## src/ucic_pkg.sv

```systemverilog
package ucic_pkg;
	// register offsets on the channel's 4-bit address bus
	localparam logic [3:0] ADDR_HOLDING = 4'h0; // rx holding read, tx holding write
	localparam logic [3:0] ADDR_MASK = 4'h1;
	localparam logic [3:0] ADDR_SOURCE = 4'h2; // source on read, fifo control on write
	localparam logic [3:0] ADDR_LINE_STAT = 4'h5;
	localparam logic [3:0] ADDR_MODEM_STAT = 4'h6;

	// mask register fields
	localparam int MASK_RX_RDY = 0;
	localparam int MASK_TX_RDY = 1;
	localparam int MASK_LINE = 2;
	localparam int MASK_MODEM = 3;
	localparam int MASK_XOFF = 5;
	localparam int MASK_RTS = 6;
	localparam int MASK_CTS = 7;
	localparam logic [7:0] MASK_RESET = 8'h00;
	localparam logic [7:0] MASK_BASE_BITS = 8'h0f; // always writable part

	// fifo control fields
	localparam int FCTL_ENABLE = 0;
	localparam int FCTL_RX_RST = 1;
	localparam int FCTL_TX_RST = 2;
	localparam int FCTL_KEEP_LO = 3; // bits 7:3 stored for datapath
	localparam logic [4:0] FCTL_KEEP_RESET = 5'h00;

	// enhanced feature fields
	localparam int ENH_UNLOCK = 4;
	localparam int ENH_AUTO_RX = 6;
	localparam int ENH_AUTO_TX = 7;

	// source codes, bits 5..0, highest priority first
	localparam logic [5:0] SRC_LINE = 6'h06;
	localparam logic [5:0] SRC_RX_RDY = 6'h04;
	localparam logic [5:0] SRC_TIMEOUT = 6'h0c;
	localparam logic [5:0] SRC_TX_RDY = 6'h02;
	localparam logic [5:0] SRC_MODEM = 6'h00;
	localparam logic [5:0] SRC_XOFF_SPEC = 6'h10;
	localparam logic [5:0] SRC_FLOW = 6'h20;
	localparam logic [5:0] SRC_NONE = 6'h01;

	// receive time-out in bit times: four characters plus twelve bits
	localparam int TOUT_CHARS = 4;
	localparam int TOUT_EXTRA_BITS = 12;
endpackage // ucic_pkg

```

## src/ucic_ctrl.sv

```systemverilog
`timescale 1ns/10ps
// Notes on behaviour
// - fifo mode: rx interrupt follows trigger level
// - data ready set on push, cleared empty
// - line status bits assembled as listed
// - mask bit 0 gates receive ready
// - mask bit 1 gates transmit ready
// - mask bit 2 gates line status errors
// - mask bit 3 gates modem status deltas
// - mask bits 7:5 writable only with enhancement
// - auto tx flow: input rise interrupt
// - auto rx flow: output rise interrupt
// - source read shows highest pending only
// - time-out after 4 chars plus 12 bits
// - line read clears line status, modem read clears flow interrupts
// - source read or tx write clears tx
// - xoff and special character interrupts
// - half duplex: tx ready on empty transmitter
// - source bits 5:1 encode priority level
// - bit 0 low while anything pending
// - source bits 7:6 mirror fifo enable
// - fifo control needs bit 0 set
// - rx fifo reset pulse, self clearing
// - tx fifo reset pulse, self clearing
module ucic_ctrl #(
	parameter int TOUT_W = 8
) (
	input wire logic clk_i,
	input wire logic reset_i,
	input wire logic [3:0] addr_i,
	input wire logic rd_i,
	input wire logic wr_i,
	input wire logic [7:0] wdata_i,
	output logic [7:0] rdata_o,
	input wire logic [7:0] enh_feat_i,
	input wire logic flow_sel_i,
	input wire logic half_duplex_i,
	input wire logic rx_push_i,
	input wire logic rx_empty_i,
	input wire logic rx_trig_hit_i,
	input wire logic [3:0] rx_err_i,
	input wire logic rx_fifo_err_i,
	input wire logic bit_tick_i,
	input wire logic [3:0] char_bits_i,
	input wire logic tx_hold_empty_i,
	input wire logic tx_trig_below_i,
	input wire logic tx_all_empty_i,
	input wire logic [3:0] modem_delta_i,
	input wire logic cts_i,
	input wire logic dsr_i,
	input wire logic rts_drv_i,
	input wire logic dtr_drv_i,
	input wire logic xoff_det_i,
	input wire logic xon_det_i,
	input wire logic special_det_i,
	output logic fifo_en_o,
	output logic [4:0] fifo_cfg_o,
	output logic rx_fifo_rst_o,
	output logic tx_fifo_rst_o,
	output logic data_ready_o,
	output logic irq_o
);
	typedef struct packed {
		logic [7:0] mask;
		logic fifo_en;
		logic [4:0] cfg;
		logic rx_rst;
		logic tx_rst;
		logic ready;
		logic [3:0] err;
		logic line_f;
		logic tx_f;
		logic tx_src_q; // previous tx-ready source level
		logic to_f;
		logic [TOUT_W-1:0] to_cnt;
		logic xoff_f;
		logic spec_f;
		logic flow_in_f;
		logic flow_out_f;
		logic flow_in_q;
		logic flow_out_q;
		logic [7:0] rdata;
		logic irq;
	} ucic_state_s;

	ucic_state_s q, d;
	logic rx_rdy_lvl, modem_lvl, pend;
	logic [5:0] src;
	logic [7:0] line_stat, src_reg;
	logic rd_src, rd_line, rd_modem, rd_hold, wr_hold, wr_mask, wr_fctl;
	logic tx_src, flow_in_lvl, flow_out_lvl, tx_set, line_set, to_hit;
	logic [TOUT_W-1:0] to_limit;

	////////////////////////////////////////////////////////////////////////////
	// address decode and derived levels
	always_comb
	begin
		rd_src = rd_i && addr_i == ucic_pkg::ADDR_SOURCE;
		rd_line = rd_i && addr_i == ucic_pkg::ADDR_LINE_STAT;
		rd_modem = rd_i && addr_i == ucic_pkg::ADDR_MODEM_STAT;
		rd_hold = rd_i && addr_i == ucic_pkg::ADDR_HOLDING;
		wr_hold = wr_i && addr_i == ucic_pkg::ADDR_HOLDING;
		wr_mask = wr_i && addr_i == ucic_pkg::ADDR_MASK;
		wr_fctl = wr_i && addr_i == ucic_pkg::ADDR_SOURCE;
		// trigger in fifo mode, holding register otherwise
		rx_rdy_lvl = q.mask[ucic_pkg::MASK_RX_RDY] && (q.fifo_en ? rx_trig_hit_i : q.ready);
		modem_lvl = q.mask[ucic_pkg::MASK_MODEM] && (|modem_delta_i);
		// half duplex waits for the whole transmitter to drain
		tx_src = half_duplex_i ? tx_all_empty_i : (tx_hold_empty_i || tx_trig_below_i);
		flow_in_lvl = flow_sel_i ? dsr_i : cts_i;
		flow_out_lvl = flow_sel_i ? dtr_drv_i : rts_drv_i;
		// transmit ready fires on the rising edge of its source
		tx_set = tx_src && !q.tx_src_q;
		// a character arriving with any error bit
		line_set = rx_push_i && (|rx_err_i);
		to_limit = TOUT_W'(ucic_pkg::TOUT_CHARS) * TOUT_W'(char_bits_i)
			+ TOUT_W'(ucic_pkg::TOUT_EXTRA_BITS);
		to_hit = bit_tick_i && q.to_cnt >= to_limit - TOUT_W'(1);
	end

	////////////////////////////////////////////////////////////////////////////
	// priority encoder; lower sources stay queued behind the reported one
	always_comb
	begin
		if (q.mask[ucic_pkg::MASK_LINE] && q.line_f)
			src = ucic_pkg::SRC_LINE;
		else if (rx_rdy_lvl)
			src = ucic_pkg::SRC_RX_RDY;
		else if (q.mask[ucic_pkg::MASK_RX_RDY] && q.to_f)
			src = ucic_pkg::SRC_TIMEOUT;
		else if (q.mask[ucic_pkg::MASK_TX_RDY] && q.tx_f)
			src = ucic_pkg::SRC_TX_RDY;
		else if (modem_lvl)
			src = ucic_pkg::SRC_MODEM;
		else if (q.mask[ucic_pkg::MASK_XOFF] && (q.xoff_f || q.spec_f))
			src = ucic_pkg::SRC_XOFF_SPEC;
		else if ((q.mask[ucic_pkg::MASK_CTS] && q.flow_in_f)
			|| (q.mask[ucic_pkg::MASK_RTS] && q.flow_out_f))
			src = ucic_pkg::SRC_FLOW;
		else
			src = ucic_pkg::SRC_NONE;
		pend = !src[0];
		// fifo enable mirrored in the top two bits
		src_reg = {{2{q.fifo_en}}, src};
		line_stat = {rx_fifo_err_i, tx_all_empty_i, tx_hold_empty_i, q.err, q.ready};
	end

	////////////////////////////////////////////////////////////////////////////
	// next state; in every sticky flag a set outranks a same-cycle clear
	always_comb
	begin
		d = q;
		d.rx_rst = 1'b0;
		d.tx_rst = 1'b0;
		d.tx_src_q = tx_src;
		d.flow_in_q = flow_in_lvl;
		d.flow_out_q = flow_out_lvl;
		d.irq = pend;
		// upper mask bits locked without enhanced mode; bit 4 reserved
		if (wr_mask)
		begin
			d.mask[3:0] = wdata_i[3:0];
			if (enh_feat_i[ucic_pkg::ENH_UNLOCK])
				d.mask[7:5] = wdata_i[7:5];
		end
		// without bit 0 only the disable takes effect
		if (wr_fctl)
		begin
			d.fifo_en = wdata_i[ucic_pkg::FCTL_ENABLE];
			if (wdata_i[ucic_pkg::FCTL_ENABLE])
			begin
				d.cfg = wdata_i[7:ucic_pkg::FCTL_KEEP_LO];
				d.rx_rst = wdata_i[ucic_pkg::FCTL_RX_RST];
				d.tx_rst = wdata_i[ucic_pkg::FCTL_TX_RST];
			end
		end
		// data ready until the fifo runs empty
		if (rx_push_i)
			d.ready = 1'b1;
		else if (rx_empty_i)
			d.ready = 1'b0;
		if (rx_push_i)
			d.err = rx_err_i;
		if (line_set)
			d.line_f = 1'b1;
		else if (rd_line)
			d.line_f = 1'b0;
		// tx ready cleared by tx write or by reading it as source
		if (tx_set)
			d.tx_f = 1'b1;
		else if (wr_hold || (rd_src && src == ucic_pkg::SRC_TX_RDY))
			d.tx_f = 1'b0;
		// time-out timer restarts on each character or rx read
		if (rx_push_i || rd_hold || !q.fifo_en || rx_empty_i)
			d.to_cnt = '0;
		else if (bit_tick_i && !to_hit)
			d.to_cnt = q.to_cnt + TOUT_W'(1);
		if (to_hit && q.fifo_en && !rx_empty_i && !rx_push_i)
			d.to_f = 1'b1;
		else if (rd_hold)
			d.to_f = 1'b0;
		// xoff clears on xon or source read; special on next char
		if (xoff_det_i)
			d.xoff_f = 1'b1;
		else if (xon_det_i || (rd_src && src == ucic_pkg::SRC_XOFF_SPEC))
			d.xoff_f = 1'b0;
		if (special_det_i)
			d.spec_f = 1'b1;
		else if (rx_push_i || (rd_src && src == ucic_pkg::SRC_XOFF_SPEC))
			d.spec_f = 1'b0;
		// flow input rise under auto tx flow control
		if (enh_feat_i[ucic_pkg::ENH_AUTO_TX] && flow_in_lvl && !q.flow_in_q)
			d.flow_in_f = 1'b1;
		else if (rd_modem)
			d.flow_in_f = 1'b0;
		// flow output rise under auto rx flow control
		if (enh_feat_i[ucic_pkg::ENH_AUTO_RX] && flow_out_lvl && !q.flow_out_q)
			d.flow_out_f = 1'b1;
		else if (rd_modem)
			d.flow_out_f = 1'b0;
		// read data, registered one cycle after the strobe
		unique case (addr_i)
			ucic_pkg::ADDR_MASK: d.rdata = q.mask;
			ucic_pkg::ADDR_SOURCE: d.rdata = src_reg;
			ucic_pkg::ADDR_LINE_STAT: d.rdata = line_stat;
			default: d.rdata = 8'h00;
		endcase
	end

	////////////////////////////////////////////////////////////////////////////
	// state register
	always_ff @(posedge clk_i)
	begin
		if (reset_i)
		begin
			q <= '0;
			q.mask <= ucic_pkg::MASK_RESET;
			q.cfg <= ucic_pkg::FCTL_KEEP_RESET;
		end
		else
			q <= d;
	end

	// outputs straight from the state register
	assign rdata_o = q.rdata;
	assign fifo_en_o = q.fifo_en;
	assign fifo_cfg_o = q.cfg;
	assign rx_fifo_rst_o = q.rx_rst;
	assign tx_fifo_rst_o = q.tx_rst;
	assign data_ready_o = q.ready;
	assign irq_o = q.irq;
endmodule // ucic_ctrl

```

## config.mk

```make
export PLATFORM = sky130hd
export DESIGN_NAME = ucic_ctrl
export DESIGN_NICKNAME = d
export VERILOG_FILES = /design/src/ucic_pkg.sv /design/src/ucic_ctrl.sv
export SDC_FILE = /design/constraint.sdc
export NUM_CORES = 1
export LEC_CHECK = 0
export BUFFER_PORTS_ARGS = -buffer_cell sky130_fd_sc_hd__buf_4
export CORE_ASPECT_RATIO = 1.1
export CORE_MARGIN = 2
export CORE_UTILIZATION = 30
export DETAILED_ROUTE_END_ITERATION = 16
export PLACE_DENSITY = 0.63
export REMOVE_ABC_BUFFERS = 1
export SLEW_MARGIN = 30
export SYNTH_ARGS = -nofsm -noshare
export SYNTH_HDL_FRONTEND = slang
export SYNTH_SLANG_ARGS = --single-unit
```

## constraint.sdc

```tcl
create_clock -name clk_i -period 5.88 [get_ports clk_i]
set_clock_uncertainty 0.1 [all_clocks]
set_input_delay 0.294 -clock clk_i [delete_from_list [all_inputs] [get_ports clk_i]]
set_output_delay 0.294 -clock clk_i [all_outputs]
set_load 0.1 [all_outputs]
```

==> flow_metrics.env, run 1 <==
export IMPL_status="completed"
export IMPL_syn_area_um2=2300
export IMPL_critPathKind="input pin to flop"
export IMPL_synthArstFlopShare_pct=0
export IMPL_crit_path_cell_trace="buf_4, ha_1, xnor2_1, ha_1, a21o_1, a21o_1, or4_1, a21boi_0"
export IMPL_rsz0062_at_grt="false"
export IMPL_start_util_pct=30.9
export IMPL_syn2layout_area_growth_pct=26.6
export IMPL_hold_depth=2
export IMPL_syn_avg_cell_area_um2=9.15
export IMPL_worst_setup_path_end_kind="flop"
export IMPL_slew_headroom_pct=46.5
export IMPL_diodes=0
export IMPL_hp_class="input pin to flop"
export IMPL_total_leakage_power_uw=0.00125
export IMPL_drcViolationCount=0
export IMPL_slowest_stage="or4_1"
export IMPL_critPathTopFamily="compound AO/OA/AOI/OAI gates"
export IMPL_hp_start="enh_feat_i[7]"
export IMPL_max_cap_violations=0
export IMPL_core_rowCount=33
export IMPL_cts_setup_buffers=0
export IMPL_synth_ff_latch_count=47
export IMPL_io_buffers=65
export IMPL_finalSetupTns_ns=0
export IMPL_track_usage_pct=13.6
export IMPL_drive_gt1_share_pct=27.1
export IMPL_cts_reportedPaths_clkPinSlew_ns=0.09
export IMPL_ios=71
export IMPL_crit_required_ns=6.00
export IMPL_grt_start_max_net_pins=34
export IMPL_synth_area_leaders="dfxtp_1 41%, mux2i_1 7.4%, buf_4 4.3%"
export IMPL_postCtsHoldBufs=0
export IMPL_ff_latch_area_um2=941
export IMPL_numCtsBuffers=5
export IMPL_grt_overflow=0
export IMPL_synth_top_area_share_pct=41.0
export IMPL_fin_crit_ns=2.05
export IMPL_die_w_um=87.4
export IMPL_critical_path_buf_inv_count=1
export IMPL_synth_area_leader_cell="dfxtp_1"
export IMPL_final_nets=365
export IMPL_timing_final_crit_share_pct=34.8
export IMPL_r2r_start="fifo_en_o$_SDFFE_PP0P_"
export IMPL_viasPerCell=5.25
export IMPL_synth_cell_types=48
export IMPL_dr_pass1_iters=4
export IMPL_dieHeight_um=95.8
export IMPL_wl_per_cell_um=14.1
export IMPL_cts_max_level=2
export IMPL_cp_depth=8
export IMPL_power_uw=648
export IMPL_ys_seq_area_share_pct=41.0
export IMPL_synth_edff_count=0
export IMPL_die_area_um2=8370
export IMPL_vdd_ir_drop_max_v=0.000140
export IMPL_multi_input_area_um2=1200
export IMPL_setup_violations=0
export IMPL_cts_tree="yes"
export IMPL_worst_slack_ns=3.83
export IMPL_cts_root_buf="clkbuf_8"
export IMPL_postSynthCellCount=251
export IMPL_max_stage_delay_ns=0.49
export IMPL_hold_ws_ns=0.130
export IMPL_worstSkewPairLatency_ns=0.30
export IMPL_crit_arrival_ns=2.17
export IMPL_antenna_found_initial=0
export IMPL_hold_viol=0
export IMPL_wl_um=5530
export IMPL_ys_warn_count=0
export IMPL_dr_total_vias=2062
export IMPL_ant_nets=0
export IMPL_fin_util_pct=39.1
export IMPL_drt_iter0_markers=34
export IMPL_cts_resized_gates=0
export IMPL_grt_pass1_wl_um=9040
export IMPL_cts_max_path_buffers=2
export IMPL_num_fill_cells=791
export IMPL_synth_main_ff_cell="dfxtp_1"
export IMPL_crit_path_start_kind="input pin"
export IMPL_place_gp_congestion=0.822
export IMPL_dpl_hpwl_um=4300
export IMPL_slew_violations=0
export IMPL_reg2reg_depth=4
export IMPL_grt_pass1_vias=1970
export IMPL_power_density_nw_per_um2=223
export IMPL_worstSetupStartpoint="char_bits_i[1]"
export IMPL_crit_fanout=10
export IMPL_coreArea_um2=7430
export IMPL_worst_pin_slew_ns=0.803
export IMPL_cts_sinks=47
export IMPL_pre_cts_ws_ns=3.53
export IMPL_clock_fmax_mhz=488
-- cells by family (layout without fill, tap and decap cells) --
logic type	count (synthesis)	in the layout	share of synthesized area, %
simple gates	92	92	22.0
fa+ha+maj	7	7	3.81
xor+xnor	1	1	0.382
compound gates	57	57	17.8
buf+inv	29	84	6.98
flops	47	47	41.0
mux	18	18	8.07
-- report_power, final --
| group | internal [µW] | leakage [µW] | switching, µW |
|---|---|---|---|
| combinational | 36.4 | 0.000817 | 37.4 |
| clock | 128 | 0.0000548 | 114 |
| sequential | 326 | 0.000382 | 5.23 |
-- final cells by class --
cell class,count,share of cell area (%)
clock buffer,5,2.37
sequential,47,32.4
inverter,8,1.03
multi-input combinational,175,41.3
timing repair buffer,68,17.6
clock inverter,3,1.59
tap,87,3.75
-- layout by cell type (no fill, tap or decap), types with 4 or more instances in the layout --
cell       n
a21o_1     4
nor3b_1    4
a21boi_0   4
clkbuf_8   5
o31ai_1    4
a22oi_1    5
nand3_1   10
dfxtp_1   47
mux2i_1   17
buf_4     68
ha_1       7
nor2_1    20
o21ai_0    5
or4_1      4
nand2_1   22
nor2b_1    4
inv_1      8
a21oi_1   19
-- metal layers --
layer  share of wire (%)  track usage [%]  vias to the layer above  wire length, µm
li1                    -                -                     1017                -
met1                  44             16.5                      971             2410
met2                  48             23.2                       69             2670
met3                 7.4             4.20                        5              409
met4                0.72             3.85                        0               40
met5                   0                0                        -                0
-- path summary, 6_finish.rpt --
kind,slack [ns],end
worst max register to register,3.86,rdata_o[0]$_SDFF_PP0_
worst min-delay path,0.13,q[12]$_SDFFE_PP0P_
worst min register to register,0.37,q[22]$_SDFFE_PP0P_
worst max-delay path,3.83,q[17]$_SDFFE_PP0P_
-- synth_stat cells, types with 2 or more instances --
| master | n |
|---|---|
| a21boi_0 | 4 |
| a21o_1 | 4 |
| a21oi_1 | 19 |
| a22o_1 | 2 |
| a22oi_1 | 5 |
| a311oi_1 | 2 |
| a32o_1 | 3 |
| and2_1 | 2 |
| and3_1 | 3 |
| buf_1 | 2 |
| buf_2 | 2 |
| buf_4 | 13 |
| clkbuf_1 | 4 |
| dfxtp_1 | 47 |
| ha_1 | 7 |
| inv_1 | 8 |
| mux2i_1 | 17 |
| nand2_1 | 22 |
| nand2b_1 | 2 |
| nand3_1 | 10 |
| nand4_1 | 3 |
| nor2_1 | 20 |
| nor2b_1 | 4 |
| nor3_1 | 3 |
| nor3b_1 | 4 |
| nor4_1 | 2 |
| nor4b_1 | 2 |
| nor4bb_1 | 2 |
| o21ai_0 | 5 |
| o31ai_1 | 4 |
| o41ai_1 | 2 |
| or4_1 | 4 |
| or4b_1 | 3 |
-- through the flow --
stage,std cells,instance area [µm²]
after floorplan,230,2170
after global placement,385,2790
after detailed placement,385,2790
after CTS,393,2910
after global routing,393,2910
final,393,2910
-- sequential cells by signal (all words and copies together) (netlist names) --
register / cells
rx_fifo_rst_o: 1
irq_o: 1
q: 25
fifo_en_o: 1
line_stat: 4
fifo_cfg_o: 5
tx_fifo_rst_o: 1
data_ready_o: 1
rdata_o: 8
Power figures use the tool's default switching activity.
==> inputs of run 2 (changes only) <==
--- a/config.mk
+++ b/config.mk
@@ -10,7 +10,7 @@
 export CORE_MARGIN = 2
 export CORE_UTILIZATION = 30
 export DETAILED_ROUTE_END_ITERATION = 16
-export PLACE_DENSITY = 0.63
+export PLACE_DENSITY = 0.64
 export REMOVE_ABC_BUFFERS = 1
 export SLEW_MARGIN = 30
 export SYNTH_ARGS = -nofsm -noshare
==> constraint.sdc (replaced) <==
create_clock -name clk_i -period 1.65 [get_ports clk_i]
set_clock_uncertainty 0.1 [all_clocks]
set_input_delay 0.0825 -clock clk_i [delete_from_list [all_inputs] [get_ports clk_i]]
set_output_delay 0.0825 -clock clk_i [all_outputs]
set_load 0.1 [all_outputs]
==> run 2 against run 1 <==
Net effect: the run now ends with negative hold slack, negative setup slack left; combinational power increased to 4.8 times the previous value; hold slack got worse by 0.17 ns; first-iteration DRC count increased by 110%; count of clock-buffer cells in the layout unchanged; via count increased by 9.8%; critical endpoint is now q[18]$_SDFFE_PP0P_.
==> flow_metrics.env, run 2 (synthesis results as in run 1) <==
export IMPL_grt_pass1_wl_um=9990
export IMPL_largest_register_ffs=25
export IMPL_cts_tree="yes"
export IMPL_hp_class="input pin to flop"
export IMPL_cts_root_buf="clkbuf_8"
export IMPL_timing_final_crit_share_pct=108
export IMPL_drt_iter0_markers=70
export IMPL_viasPerCell=5.01
export IMPL_dr_pass1_iters=4
export IMPL_violations="negative hold slack, negative setup slack"
export IMPL_max_stage_delay_ns=0.47
export IMPL_cts_max_path_buffers=2
export IMPL_die_w_um=87.4
export IMPL_place_gp_congestion=0.824
export IMPL_worst_pin_slew_ns=0.390
export IMPL_grt_start_max_net_pins=33
export IMPL_diodes=0
export IMPL_worstSkewPairLatency_ns=0.30
export IMPL_dr_total_vias=2265
export IMPL_syn2layout_area_growth_pct=55.0
export IMPL_ant_nets=0
export IMPL_hold_ws_ns=-0.0363
export IMPL_crit_arrival_ns=1.91
export IMPL_max_cap_violations=0
export IMPL_fin_util_pct=47.9
export IMPL_die_area_um2=8370
export IMPL_cts_sinks=47
export IMPL_slew_headroom_pct=73.7
export IMPL_track_usage_pct=15.2
export IMPL_vdd_ir_drop_max_v=0.000463
export IMPL_critPathKind="flop to flop"
export IMPL_hold_viol=2
export IMPL_top_register="q"
export IMPL_slew_violations=0
export IMPL_final_cell_mix="100 x buf_4, 43 x dfxtp_1, 23 x dlygate4sd3_1"
export IMPL_grt_overflow=0
export IMPL_dieHeight_um=95.8
export IMPL_status="complete, but fails checks"
export IMPL_wl_per_cell_um=14.3
export IMPL_dpl_hpwl_um=4690
export IMPL_layout_commonest_cell="buf_4"
export IMPL_crit_path_start_kind="flop"
export IMPL_coreArea_um2=7430
export IMPL_crit_required_ns=1.79
export IMPL_core_rowCount=33
export IMPL_numCtsBuffers=5
export IMPL_wl_um=6450
export IMPL_antenna_found_initial=0
export IMPL_cts_reportedPaths_clkPinSlew_ns=0.09
export IMPL_worst_setup_path_end_kind="flop"
export IMPL_total_leakage_power_uw=0.00155
export IMPL_slowest_stage="or4_1"
export IMPL_rsz0062_at_grt="true"
export IMPL_clock_fmax_mhz=563
export IMPL_power_density_nw_per_um2=665
export IMPL_io_buffers=65
export IMPL_setup_violations=11
export IMPL_final_cells=452
export IMPL_cts_max_level=2
export IMPL_dp_cells=416
export IMPL_worst_slack_ns=-0.126
export IMPL_start_util_pct=30.9
export IMPL_crit_fanout=8
export IMPL_drcViolationCount=0
export IMPL_final_nets=425
export IMPL_ios=71
export IMPL_grt_pass1_vias=2225
export IMPL_num_fill_cells=705
export IMPL_drive_gt1_share_pct=37.8
export IMPL_fin_crit_ns=1.78
export IMPL_crit_path_cell_trace="ha_4, a21o_1, a21o_4, or4_1, a21boi_1"
run 2: cell types whose count changed in the layout (fill, tap and decap cells not counted), moves of 4 or more:
cell / delta
dfxtp_1: -4
buf_6: +4
dlygate4sd3_1: +23
buf_4: +32
a21oi_1: -4
dfxtp_2: +4
run 2: repair_timing:
action                                 CTS  global route
setup endpoints to repair               15            17
hold buffers                            24             0
pin swaps                               15            10
endpoints found under the hold margin   26             0
buffers inserted                         2             3
gates cloned                             0             1
gates resized for setup                 20            13
run 2: final cells by class:
class	instances	area (µm²)	area share (%)
clock inverters	2	37.5	1.05
inverters	8	30.0	0.844
repair buffers	128	1050	29.4
clock buffers	5	68.8	1.93
multi-input cells	175	1320	37.1
flip-flops and latches	47	946	26.6
well taps	87	109	3.06
run 2: worst paths after layout:
kind / startpoint / to / slack, ns / depth (start not counted)
setup / recovery: q[20]$_SDFFE_PP0P_ / q[18]$_SDFFE_PP0P_ / -0.13 / 5
hold / removal: dsr_i / q[10]$_SDFF_PP0_ / -0.04 / 3
setup reg to reg: q[20]$_SDFFE_PP0P_ / q[18]$_SDFFE_PP0P_ / -0.13 / 5
hold reg to reg: q[26]$_SDFFE_PP0P_ / q[26]$_SDFFE_PP0P_ / 0.38 / 2
run 2: metal layers:
layer | wire length (µm) | global-route usage (%)
met3 | 398 | 4.03
met4 | 86 | 3.97
met2 | 3250 | 26.9
met5 | 0 | 0
met1 | 2710 | 18.0
run 2: worst max-delay path, delay by kind of cell, from the launching register on:
family | cells | cell delay (ns)
flops | 1 | 0.36
compound gates | 3 | 0.58
fa+ha+maj | 1 | 0.20
simple gates | 1 | 0.47
run 2: power by group:
part / leakage [µW] / internal, µW / total [µW] / switching, µW
clock: 0.0000502 / 443 / 836 / 393
combinational: 0.00112 / 193 / 352 / 159
sequential: 0.000384 / 1160 / 1180 / 16.8
total: 0.00155 / 1800 / 2370 / 568
run 2: per-stage QoR:
step	power, µW	hold WS [ns]	cell area (µm²)	setup TNS (ns)	setup slack, ns
2_1_floorplan	1310	0.0516	2170	-13.78	-0.848
3_3_place_gp	1490	0.217	3040	-3.37	-0.381
3_5_place_dp	1500	0.222	3040	-3.76	-0.420
4_1_cts	2390	0.0000272	3490	-0.434	-0.114
5_1_grt	2460	0.00842	3560	-1.53	-0.184
6_report	2370	-0.0363	3560	-0.664	-0.126
